--- src/rtl/relay_io_pkg.sv ---
// Shared constants and carrier types for the relay input and output matrix block
package relay_io_pkg;

	// Register bus widths
	localparam int ADDR_W = 12;
	localparam int DATA_W = 32;

	// Register bus request, one cycle per strobe
	typedef struct packed {
		logic [ADDR_W-1:0] addr; // Byte address, word aligned
		logic [DATA_W-1:0] wdata; // Write data
		logic wr; // Write strobe
		logic rd; // Read strobe
	} reg_req_s;

	// Logic engine request to bind a source to an output crosspoint
	typedef struct packed {
		logic valid; // One-cycle pulse
		logic [3:0] src; // Matrix source index
		logic [3:0] out; // Output index
	} logic_bind_s;

	// Register offsets (byte addresses)
	localparam logic [ADDR_W-1:0] ADDR_CTRL = 12'h000;
	localparam logic [ADDR_W-1:0] ADDR_OUT_FORCE = 12'h004;
	localparam logic [ADDR_W-1:0] ADDR_OUT_STATE = 12'h008;
	localparam logic [ADDR_W-1:0] ADDR_OUT_LATCH = 12'h00c;
	localparam logic [ADDR_W-1:0] ADDR_DI_POL = 12'h010;
	localparam logic [ADDR_W-1:0] ADDR_DI_AC = 12'h014;
	localparam logic [ADDR_W-1:0] ADDR_DI_STATE = 12'h018;
	localparam logic [ADDR_W-1:0] ADDR_DI_ON_EN = 12'h01c;
	localparam logic [ADDR_W-1:0] ADDR_DI_OFF_EN = 12'h020;
	localparam logic [ADDR_W-1:0] ADDR_DI_ALM_EN = 12'h024;
	localparam logic [ADDR_W-1:0] ADDR_IRQ_STATUS = 12'h028;
	localparam logic [ADDR_W-1:0] ADDR_IRQ_CLEAR = 12'h02c;
	localparam logic [ADDR_W-1:0] ADDR_IRQ_ENABLE = 12'h030;
	localparam logic [ADDR_W-1:0] ADDR_DI_DELAY_BASE = 12'h040;
	localparam logic [ADDR_W-1:0] ADDR_DI_COUNT_BASE = 12'h080;
	localparam logic [ADDR_W-1:0] ADDR_XP_BASE = 12'h100;

	// Field positions
	localparam int CTRL_FORCE_BIT = 0;
	localparam int CTRL_RELEASE_BIT = 1;
	localparam int XP_LATCH_LSB = 16;

	// Input delay: 0.00 to 60.00 s in 10 ms steps
	localparam int DELAY_W = 13;
	localparam logic [DELAY_W-1:0] DELAY_MAX = 13'h1770;
	localparam int DELAY_STEP_MS = 10;
	localparam int CLK_MHZ = 200;
	localparam int TICK_CYCLES = DELAY_STEP_MS * CLK_MHZ * 1000;
	localparam int TICK_W = 22;

	// Operation counter width, range 0 to 65535
	localparam int CNT_W = 16;

	// Ac mode bridges the gaps of a rectified ac input for this many delay steps
	localparam int AC_W = 2;
	localparam logic [AC_W-1:0] AC_HOLD_TICKS = 2'h2;

	// Force flag after reset
	localparam logic FORCE_RST = 1'b0;

endpackage

--- src/rtl/relay_io_matrix.sv ---
// Relay output routing matrix with conditioned digital inputs and registers
// Notes on behaviour
// - Any source routes to any output
// - Crosspoint: open, connected, or connected and latched
// - Output bit one means coil energized
// - Contact type decided outside; coil de-energized is normal
// - Each output selectable latched or not
// - Output status writes act only with force on
// - Logic binding sets its crosspoint automatically
// - Conditioned inputs are matrix sources too
// - Per input polarity and delay
// - Delay equal for activation and deactivation
// - Per input on, off, alarm enables, counter
// - One state bit per input
// - Active edge rising for NO, falling NC
// - Counter increments on active edge, 16 bits
//
// The implementer's own choices: the register addresses and strobed register access.
`timescale 1ns/1ps
module relay_io_matrix #(
	parameter int NUM_SIG = 8,
	parameter int NUM_DI = 8,
	parameter int NUM_TRIP = 6,
	parameter int TICK_DIV = relay_io_pkg::TICK_CYCLES
) (
	input wire logic clk,
	input wire logic resetn,
	input wire relay_io_pkg::reg_req_s req,
	output logic [relay_io_pkg::DATA_W-1:0] rdata,
	output logic irq,
	input wire logic [NUM_SIG-1:0] internalSig,
	input wire relay_io_pkg::logic_bind_s logicBind,
	input wire logic [NUM_DI-1:0] digitalInputN,
	output logic [NUM_DI-1:0] diState,
	output logic [NUM_TRIP-1:0] tripOutputN,
	output logic alarmSignalOutput,
	output logic serviceStatusOutput
);
	import relay_io_pkg::*;

	// Sizes; sources are internal signals first, then the inputs
	localparam int NUM_OUT = NUM_TRIP + 2;
	localparam int NUM_SRC = NUM_SIG + NUM_DI;
	localparam int IRQ_W = 3 * NUM_DI;

	// Whole block state
	typedef struct packed {
		logic forceOn; // Test forcing of outputs enabled
		logic [NUM_OUT-1:0] outForce; // Forced coil values
		logic [NUM_OUT-1:0] outLatchCfg; // Output is latched type
		logic [NUM_OUT-1:0] outHold; // Output latch memory
		logic [NUM_OUT-1:0] coil; // Coil drive, one is energized
		logic [NUM_OUT-1:0][NUM_SRC-1:0] conn; // Crosspoint connected
		logic [NUM_OUT-1:0][NUM_SRC-1:0] xpLatch; // Crosspoint latched
		logic [NUM_OUT-1:0][NUM_SRC-1:0] xpHold; // Crosspoint latch memory
		logic [NUM_DI-1:0] diPol; // One selects normally closed
		logic [NUM_DI-1:0] diAc; // One selects ac mode
		logic [NUM_DI-1:0] onEn; // On event enable
		logic [NUM_DI-1:0] offEn; // Off event enable
		logic [NUM_DI-1:0] almEn; // Alarm pop-up enable
		logic [NUM_DI-1:0][DELAY_W-1:0] delay; // Delay in 10 ms steps
		logic [NUM_DI-1:0][CNT_W-1:0] count; // Operation counters
		logic [IRQ_W-1:0] irqSt; // Sticky event status
		logic [IRQ_W-1:0] irqEn; // Event enables onto irq
		logic irq; // Interrupt level
		logic tick; // 10 ms step pulse
		logic [TICK_W-1:0] tickCnt; // Step divider
		logic [DATA_W-1:0] rdata; // Read answer
	} state_s;

	state_s s_q;
	state_s s_d;

	// Conditioner outputs
	logic [NUM_DI-1:0] diLevel;
	logic [NUM_DI-1:0] diRise;
	logic [NUM_DI-1:0] diFall;

	// Combinational helpers
	logic [NUM_SRC-1:0] src;
	logic [NUM_DI-1:0] actEdge;
	logic [NUM_DI-1:0] inactEdge;
	logic [IRQ_W-1:0] irqEvent;
	logic [IRQ_W-1:0] irqClear;
	logic releaseCmd;
	logic routed;

	// One conditioner per input
	for (genvar g = 0; g < NUM_DI; g++) begin : gen_di
		di_conditioner u_cond (
			.clk(clk),
			.resetn(resetn),
			.tick(s_q.tick),
			.rawIn(digitalInputN[g]),
			.acMode(s_q.diAc[g]),
			.delaySteps(s_q.delay[g]),
			.stateOut(diLevel[g]),
			.rise(diRise[g]),
			.fall(diFall[g])
		);
	end

	// Next state of the whole block
	always_comb begin
		s_d = s_q;
		releaseCmd = 1'b0;
		irqClear = '0;
		routed = 1'b0;

		// Step divider; the count is a parameter so simulation can shorten it
		if (s_q.tickCnt == TICK_W'(TICK_DIV - 1)) begin
			s_d.tickCnt = '0;
			s_d.tick = 1'b1;
		end else begin
			s_d.tickCnt = s_q.tickCnt + 1'b1;
			s_d.tick = 1'b0;
		end

		// Register writes
		if (req.wr) begin
			// Fixed registers
			if (req.addr == ADDR_CTRL) begin
				s_d.forceOn = req.wdata[CTRL_FORCE_BIT];
				releaseCmd = req.wdata[CTRL_RELEASE_BIT];
			end
			// Force values are refused unless the force flag is already on
			if (req.addr == ADDR_OUT_FORCE && s_q.forceOn) begin
				s_d.outForce = req.wdata[NUM_OUT-1:0];
			end
			if (req.addr == ADDR_OUT_LATCH) begin
				s_d.outLatchCfg = req.wdata[NUM_OUT-1:0];
			end
			if (req.addr == ADDR_DI_POL) begin
				s_d.diPol = req.wdata[NUM_DI-1:0];
			end
			if (req.addr == ADDR_DI_AC) begin
				s_d.diAc = req.wdata[NUM_DI-1:0];
			end
			if (req.addr == ADDR_DI_ON_EN) begin
				s_d.onEn = req.wdata[NUM_DI-1:0];
			end
			if (req.addr == ADDR_DI_OFF_EN) begin
				s_d.offEn = req.wdata[NUM_DI-1:0];
			end
			if (req.addr == ADDR_DI_ALM_EN) begin
				s_d.almEn = req.wdata[NUM_DI-1:0];
			end
			if (req.addr == ADDR_IRQ_CLEAR) begin
				irqClear = req.wdata[IRQ_W-1:0];
			end
			if (req.addr == ADDR_IRQ_ENABLE) begin
				s_d.irqEn = req.wdata[IRQ_W-1:0];
			end
			// Per input delay and counter preset
			for (int i = 0; i < NUM_DI; i++) begin
				if (req.addr == ADDR_DI_DELAY_BASE + ADDR_W'(4 * i)) begin
					// Values beyond 60 s are clamped if they fit the 13-bit field; write bits above it are dropped
					if (req.wdata[DELAY_W-1:0] > DELAY_MAX) begin
						s_d.delay[i] = DELAY_MAX;
					end else begin
						s_d.delay[i] = req.wdata[DELAY_W-1:0];
					end
				end
				if (req.addr == ADDR_DI_COUNT_BASE + ADDR_W'(4 * i)) begin
					s_d.count[i] = req.wdata[CNT_W-1:0];
				end
			end
			// Crosspoint rows, one word per output
			for (int o = 0; o < NUM_OUT; o++) begin
				if (req.addr == ADDR_XP_BASE + ADDR_W'(4 * o)) begin
					s_d.conn[o] = req.wdata[NUM_SRC-1:0];
					s_d.xpLatch[o] = req.wdata[XP_LATCH_LSB +: NUM_SRC];
				end
			end
		end

		// Building logic onto an output connects its crosspoint
		if (logicBind.valid && 32'(logicBind.out) < NUM_OUT
				&& 32'(logicBind.src) < NUM_SRC) begin
			s_d.conn[logicBind.out][logicBind.src] = 1'b1;
		end

		// Active edge depends on polarity
		for (int i = 0; i < NUM_DI; i++) begin
			actEdge[i] = s_q.diPol[i] ? diFall[i] : diRise[i];
			inactEdge[i] = s_q.diPol[i] ? diRise[i] : diFall[i];
			// Counter wraps past 65535; an edge during a preset still counts
			if (actEdge[i]) begin
				s_d.count[i] = s_d.count[i] + 1'b1;
			end
		end

		// Sources: internal signals, then conditioned inputs
		src = {diLevel, internalSig};

		// Routing through the matrix
		for (int o = 0; o < NUM_OUT; o++) begin
			// Latched crosspoints remember; a new set beats the release
			s_d.xpHold[o] = (s_q.xpHold[o] & {NUM_SRC{~releaseCmd}})
				| (src & s_q.conn[o] & s_q.xpLatch[o]);
			routed = |(src & s_q.conn[o]) | (|s_q.xpHold[o]);
			// Latched output type keeps the coil on until release
			if (s_q.outLatchCfg[o]) begin
				s_d.outHold[o] = (s_q.outHold[o] & ~releaseCmd) | routed;
			end else begin
				s_d.outHold[o] = 1'b0;
			end
			// Coil bit one energizes; forcing overrides the matrix
			if (s_q.forceOn) begin
				s_d.coil[o] = s_q.outForce[o];
			end else begin
				s_d.coil[o] = routed | s_q.outHold[o];
			end
		end

		// Events; set beats a clear in the same cycle
		irqEvent = {s_q.almEn & actEdge, s_q.offEn & inactEdge, s_q.onEn & actEdge};
		s_d.irqSt = (s_q.irqSt & ~irqClear) | irqEvent;
		s_d.irq = |(s_d.irqSt & s_d.irqEn);

		// Read answer in the cycle after the strobe; unmapped reads are zero
		s_d.rdata = '0;
		if (req.rd) begin
			unique case (req.addr)
				ADDR_CTRL: s_d.rdata[CTRL_FORCE_BIT] = s_q.forceOn;
				ADDR_OUT_FORCE: s_d.rdata = DATA_W'(s_q.outForce);
				ADDR_OUT_STATE: s_d.rdata = DATA_W'(s_q.coil);
				ADDR_OUT_LATCH: s_d.rdata = DATA_W'(s_q.outLatchCfg);
				ADDR_DI_POL: s_d.rdata = DATA_W'(s_q.diPol);
				ADDR_DI_AC: s_d.rdata = DATA_W'(s_q.diAc);
				ADDR_DI_STATE: s_d.rdata = DATA_W'(diLevel);
				ADDR_DI_ON_EN: s_d.rdata = DATA_W'(s_q.onEn);
				ADDR_DI_OFF_EN: s_d.rdata = DATA_W'(s_q.offEn);
				ADDR_DI_ALM_EN: s_d.rdata = DATA_W'(s_q.almEn);
				ADDR_IRQ_STATUS: s_d.rdata = DATA_W'(s_q.irqSt);
				ADDR_IRQ_ENABLE: s_d.rdata = DATA_W'(s_q.irqEn);
				default: begin
					// Indexed registers; anything else stays zero
					for (int i = 0; i < NUM_DI; i++) begin
						if (req.addr == ADDR_DI_DELAY_BASE + ADDR_W'(4 * i)) begin
							s_d.rdata = DATA_W'(s_q.delay[i]);
						end
						if (req.addr == ADDR_DI_COUNT_BASE + ADDR_W'(4 * i)) begin
							s_d.rdata = DATA_W'(s_q.count[i]);
						end
					end
					for (int o = 0; o < NUM_OUT; o++) begin
						if (req.addr == ADDR_XP_BASE + ADDR_W'(4 * o)) begin
							s_d.rdata[NUM_SRC-1:0] = s_q.conn[o];
							s_d.rdata[XP_LATCH_LSB +: NUM_SRC] = s_q.xpLatch[o];
						end
					end
				end
			endcase
		end
	end

	// State register; all fields clear, force flag at its reset value
	always_ff @(posedge clk or negedge resetn) begin
		if (!resetn) begin
			s_q <= '0;
			s_q.forceOn <= FORCE_RST;
		end else begin
			s_q <= s_d;
		end
	end

	// Outputs straight from flip-flops; contact type is the wiring's concern
	assign tripOutputN = s_q.coil[NUM_TRIP-1:0];
	assign alarmSignalOutput = s_q.coil[NUM_TRIP];
	assign serviceStatusOutput = s_q.coil[NUM_TRIP+1];
	assign diState = diLevel;
	assign rdata = s_q.rdata;
	assign irq = s_q.irq;
endmodule

--- src/rtl/di_conditioner.sv ---
// One digital input channel: ac bridging and symmetric on/off delay
`timescale 1ns/1ps
module di_conditioner
	import relay_io_pkg::*;
(
	input wire logic clk,
	input wire logic resetn,
	input wire logic tick,
	input wire logic rawIn,
	input wire logic acMode,
	input wire logic [DELAY_W-1:0] delaySteps,
	output logic stateOut,
	output logic rise,
	output logic fall
);
	import relay_io_pkg::*;

	// Channel state
	typedef struct packed {
		logic level; // Debounced input state
		logic rise; // Pulse on 0 to 1 of the state
		logic fall; // Pulse on 1 to 0 of the state
		logic [AC_W-1:0] acHold; // Remaining bridge steps in ac mode
		logic [DELAY_W-1:0] cnt; // Steps the mismatch has persisted
	} chan_s;

	chan_s s_q;
	chan_s s_d;
	logic seen;

	// Next state
	always_comb begin
		s_d = s_q;
		s_d.rise = 1'b0;
		s_d.fall = 1'b0;
		// Ac input drops out near zero crossings; hold the high for a few steps
		if (rawIn) begin
			s_d.acHold = AC_HOLD_TICKS;
		end else if (tick && s_q.acHold != '0) begin
			s_d.acHold = s_q.acHold - 1'b1;
		end
		seen = rawIn | (acMode & (s_q.acHold != '0));
		// A change must persist for the full delay, both directions alike
		if (seen == s_q.level) begin
			s_d.cnt = '0;
		end else if (s_q.cnt >= delaySteps) begin
			s_d.level = seen;
			s_d.rise = seen;
			s_d.fall = ~seen;
			s_d.cnt = '0;
		end else if (tick) begin
			s_d.cnt = s_q.cnt + 1'b1;
		end
	end

	// State register
	always_ff @(posedge clk or negedge resetn) begin
		if (!resetn) begin
			s_q <= '0;
		end else begin
			s_q <= s_d;
		end
	end

	assign stateOut = s_q.level;
	assign rise = s_q.rise;
	assign fall = s_q.fall;
endmodule

--- config.mk ---
export PLATFORM = sky130hd
export DESIGN_NAME = relay_io_matrix
export DESIGN_NICKNAME = d
export VERILOG_FILES = /design/src/rtl/relay_io_pkg.sv /design/src/rtl/relay_io_matrix.sv /design/src/rtl/di_conditioner.sv
export SDC_FILE = /design/constraint.sdc
export NUM_CORES = 2
export LEC_CHECK = 0
export BUFFER_PORTS_ARGS = -buffer_cell sky130_fd_sc_hd__buf_2
export CAP_MARGIN = 20
export CORE_MARGIN = 2
export CORE_UTILIZATION = 45
export CTS_BUF_LIST = sky130_fd_sc_hd__clkbuf_16
export CTS_CLUSTER_SIZE = 16
export DETAILED_ROUTE_END_ITERATION = 10
export PLACE_DENSITY_LB_ADDON = 0.05
export SLEW_MARGIN = 20
export SYNTH_ARGS = -nofsm -noshare
export SYNTH_HDL_FRONTEND = slang
export SYNTH_SLANG_ARGS = --single-unit
--- constraint.sdc ---
create_clock -name clk -period 3.2 [get_ports clk]
set_clock_uncertainty 0.15 [all_clocks]
set_input_delay 0.48 -clock clk [delete_from_list [all_inputs] [get_ports clk]]
set_output_delay 0.48 -clock clk [all_outputs]
set_load 0.01 [all_outputs]
==> impl_metrics.env <==
export IMPL_status="finished, final reports clean"
export IMPL_min_path_cells=4
export IMPL_final_common_cell="dfrtp_1"
export IMPL_setup_viol=0
export IMPL_seq_area_um2=23500
export IMPL_num_nets_final=5919
export IMPL_worst_path_buf_inv=1
export IMPL_tightest_slew_ns=1.10
export IMPL_numCtsBuffers=105
export IMPL_synth_cell_types=88
export IMPL_die_x_um=336
export IMPL_dp_hpwl_mm=173
export IMPL_p_leak_nw=27.0
export IMPL_fillers=9891
export IMPL_yosysWarnings=0
export IMPL_cp_arrival_ns=3.46
export IMPL_syn_to_final_growth_pct=20.4
export IMPL_cap_violations=0
export IMPL_htree_num_levels=3
export IMPL_syn_inst=5241
export IMPL_synth_xor_area_frac=0.0505
export IMPL_tns_ns=0
export IMPL_clk_pin_slew_ns=0.06
export IMPL_clk_latency_ns=0.74
export IMPL_grt_pass1_vias=44100
export IMPL_grt_usage=0.403
export IMPL_start_kind="register"
export IMPL_io_pins=122
export IMPL_multi_input_comb_area_um2=24200
export IMPL_muxShareOfSynthArea=0.0544
export IMPL_worstSetupEndpointType="register"
export IMPL_ys_ff_latch=937
export IMPL_clock_path_buffers=3
export IMPL_slew_headroom=0.267
export IMPL_cts_setup_buffers=0
export IMPL_overflow=0
export IMPL_synth_fp_nets=5443
export IMPL_wl_mm=229
export IMPL_cp_num_cells=9
export IMPL_crit_path_frequent_cell="a21o_1"
export IMPL_hold_class="input pin to register"
export IMPL_seq_area_frac_synth=0.473
export IMPL_pwr_density_cell_nw_per_um2=482
export IMPL_synthSimpleGateAreaFrac=0.176
export IMPL_dp_cells=7001
export IMPL_placementRows=121
export IMPL_syn_area_um2=49600
export IMPL_antenna_found_initial=22
export IMPL_ys_flop_type="dfrtp_1"
export IMPL_rsz0062_at_grt="false"
export IMPL_max_clock_freq_mhz=338
export IMPL_min_period_over_period=0.925
export IMPL_fp_dieH_um=336
export IMPL_cts_resized_gates=0
export IMPL_synthAdderAreaFrac=0.0326
export IMPL_synth_top_family_by_area="simple AND/OR/NAND/NOR gates"
export IMPL_grt_pass1_wl_mm=327
export IMPL_ctsHoldBuffers=23
export IMPL_core_area_um2=109000
export IMPL_grt_max_degree=96
export IMPL_final_cell_mix="dfrtp_1 (935), nand2_1 (786), buf_4 (552)"
export IMPL_synth_edff_count=0
export IMPL_synth_compound_area_frac=0.168
export IMPL_stdcell_count=7225
export IMPL_crit_type="register to register"
export IMPL_fin_crit_ns=2.96
export IMPL_ir_drop_mv=0.501
export IMPL_cp_cell_sequence="ha_1, nand2b_1, a21o_1, a21o_1, a211o_1, a2111oi_0, o32ai_1, buf_4, nor2_1"
export IMPL_wl_per_cell_um=31.7
export IMPL_cpPeakStageDelay_ns=0.58
export IMPL_synth_area_per_cell_um2=9.46
export IMPL_drt_iter0_drc=6506
export IMPL_initial_core_util=0.455
export IMPL_gp_congestion=1.05
export IMPL_cts_sinks=937
export IMPL_io_buffer_count=121
export IMPL_dieArea_um2=113000
export IMPL_worst_r2r_path_depth=9
export IMPL_cts_tree="built"
export IMPL_root_buffer="clkbuf_16"
export IMPL_crit_required_ns=3.70
export IMPL_drc=0
export IMPL_vias=46400
export IMPL_worst_path_max_delay_cell="a2111oi_0"
export IMPL_hold_viol=0
export IMPL_cp_top_family="compound AO/OA/AOI/OAI gates"
export IMPL_drv_slew=0
export IMPL_path_max_fanout=13
export IMPL_ant_nets=0
export IMPL_synthArstFlopShare=1.00
export IMPL_firstDrtPassIters=8
export IMPL_drive_gt1_frac=0.187
export IMPL_vias_per_cell=6.43
-- metrics by stage --
step	instance area [um^2]	hold slack, ns	utilization	worst slack, ns	power (mW)
final	59700	0.0551	0.548	0.241	28.8
after global routing	59700	0.0685	0.547	0.0342	29.6
after CTS	59700	0.0191	0.547	0.258	28.8
after detailed placement	56000	0.313	0.513	-0.305	16.4
after global placement	56000	0.311	0.513	-0.348	16.4
after floorplan	49900	0.0344	-	-0.119	14.5
-- synth_stat cells, types with 9 or more instances --
library cell / n / area (um^2)
dfrtp_1: 937 / 23400
nand2_1: 786 / 2950
nor2_1: 531 / 1990
clkbuf_1: 279 / 1050
o21ai_0: 236 / 1180
a22oi_1: 164 / 1230
xor2_1: 154 / 1350
inv_1: 149 / 559
nand3_1: 140 / 701
a21oi_1: 139 / 696
o22ai_1: 139 / 870
mux2i_1: 132 / 1320
xnor2_1: 132 / 1160
a32o_1: 131 / 1310
ha_1: 129 / 1610
nand4_1: 122 / 763
mux2_2: 120 / 1350
nor3_1: 75 / 375
nor4_1: 67 / 419
buf_4: 46 / 345
buf_1: 41 / 154
a22o_1: 36 / 315
and3_1: 36 / 225
a221oi_1: 35 / 307
nor2b_1: 34 / 213
o221ai_1: 33 / 289
a21o_1: 28 / 210
a31oi_1: 27 / 169
o21a_1: 23 / 173
a222oi_1: 21 / 210
a211oi_1: 20 / 150
nand2b_1: 18 / 113
a211o_1: 17 / 149
o211ai_1: 17 / 128
a221o_1: 16 / 160
nor3b_1: 16 / 120
buf_2: 15 / 75.1
and2_1: 14 / 87.6
and4_1: 12 / 105
or3_1: 12 / 75.1
a2111oi_0: 11 / 96.3
a21boi_0: 9 / 67.6
-- state kept, by name (all words and copies together) (netlist names) --
name                    count
gen_di.u_cond.rise          8
tripOutputN                 6
alarmSignalOutput           1
serviceStatusOutput         1
gen_di.u_cond.fall          8
gen_di.u_cond.stateOut      8
irq                         1
gen_di.u_cond.s_q         120
rdata                      32
s_q                       752
-- area by class of cell --
| type | instances | area share |
|---|---|---|
| antenna | 6 | 0.000252 |
| clock buffer | 106 | 0.0444 |
| clock inverter | 89 | 0.0135 |
| inverter | 151 | 0.00950 |
| multi-input combinational | 3764 | 0.405 |
| sequential | 937 | 0.393 |
| tap | 1414 | 0.0296 |
| timing repair buffer | 758 | 0.104 |
-- metal layers --
metal	share of wire	track usage
met5	0.00053	0.00426
met4	0.048	0.167
met3	0.12	0.118
met2	0.42	0.576
met1	0.41	0.569
-- cells by family after synthesis --
kind of cell / count (synthesis)
adder cells (fa/ha/maj): 129
flip-flops: 937
XOR/XNOR: 286
AO/OA/AOI/OAI: 1172
AND/OR/NAND/NOR: 1924
multiplexers: 253
buffers and inverters: 540
-- worst paths after layout --
| check | start | endpoint | slack (ns) |
|---|---|---|---|
| setup / recovery | s_q[323] | gen_di[7].u_cond.s_q[2] | 0.24 |
| hold / removal | req[20] | s_q[98] | 0.06 |
| setup reg to reg | s_q[323] | gen_di[7].u_cond.s_q[2] | 0.24 |
| hold reg to reg | s_q[53] | s_q[53] | 0.32 |
| max in group asynchronous | resetn | rdata[12] | 1.74 |
| min in group asynchronous | resetn | s_q[197] | 0.18 |
-- worst register-to-register path, cell delays in order, from the launching register on --
cell       delay, ns
dfrtp_1         0.55
ha_1            0.30
nand2b_1        0.14
a21o_1          0.17
a21o_1          0.18
a211o_1         0.31
a2111oi_0       0.58
o32ai_1         0.19
buf_4           0.21
nor2_1          0.12
-- where the power goes --
group	total (mW)	leakage (nW)	internal [mW]	switching [mW]
combinational	3.15	12.6	1.20	1.95
sequential	13.2	12.7	12.3	0.889
clock	12.4	1.75	7.00	5.41
total	28.8	27.0	20.5	8.25
No activity file was read; power rests on OpenSTA's default activity.
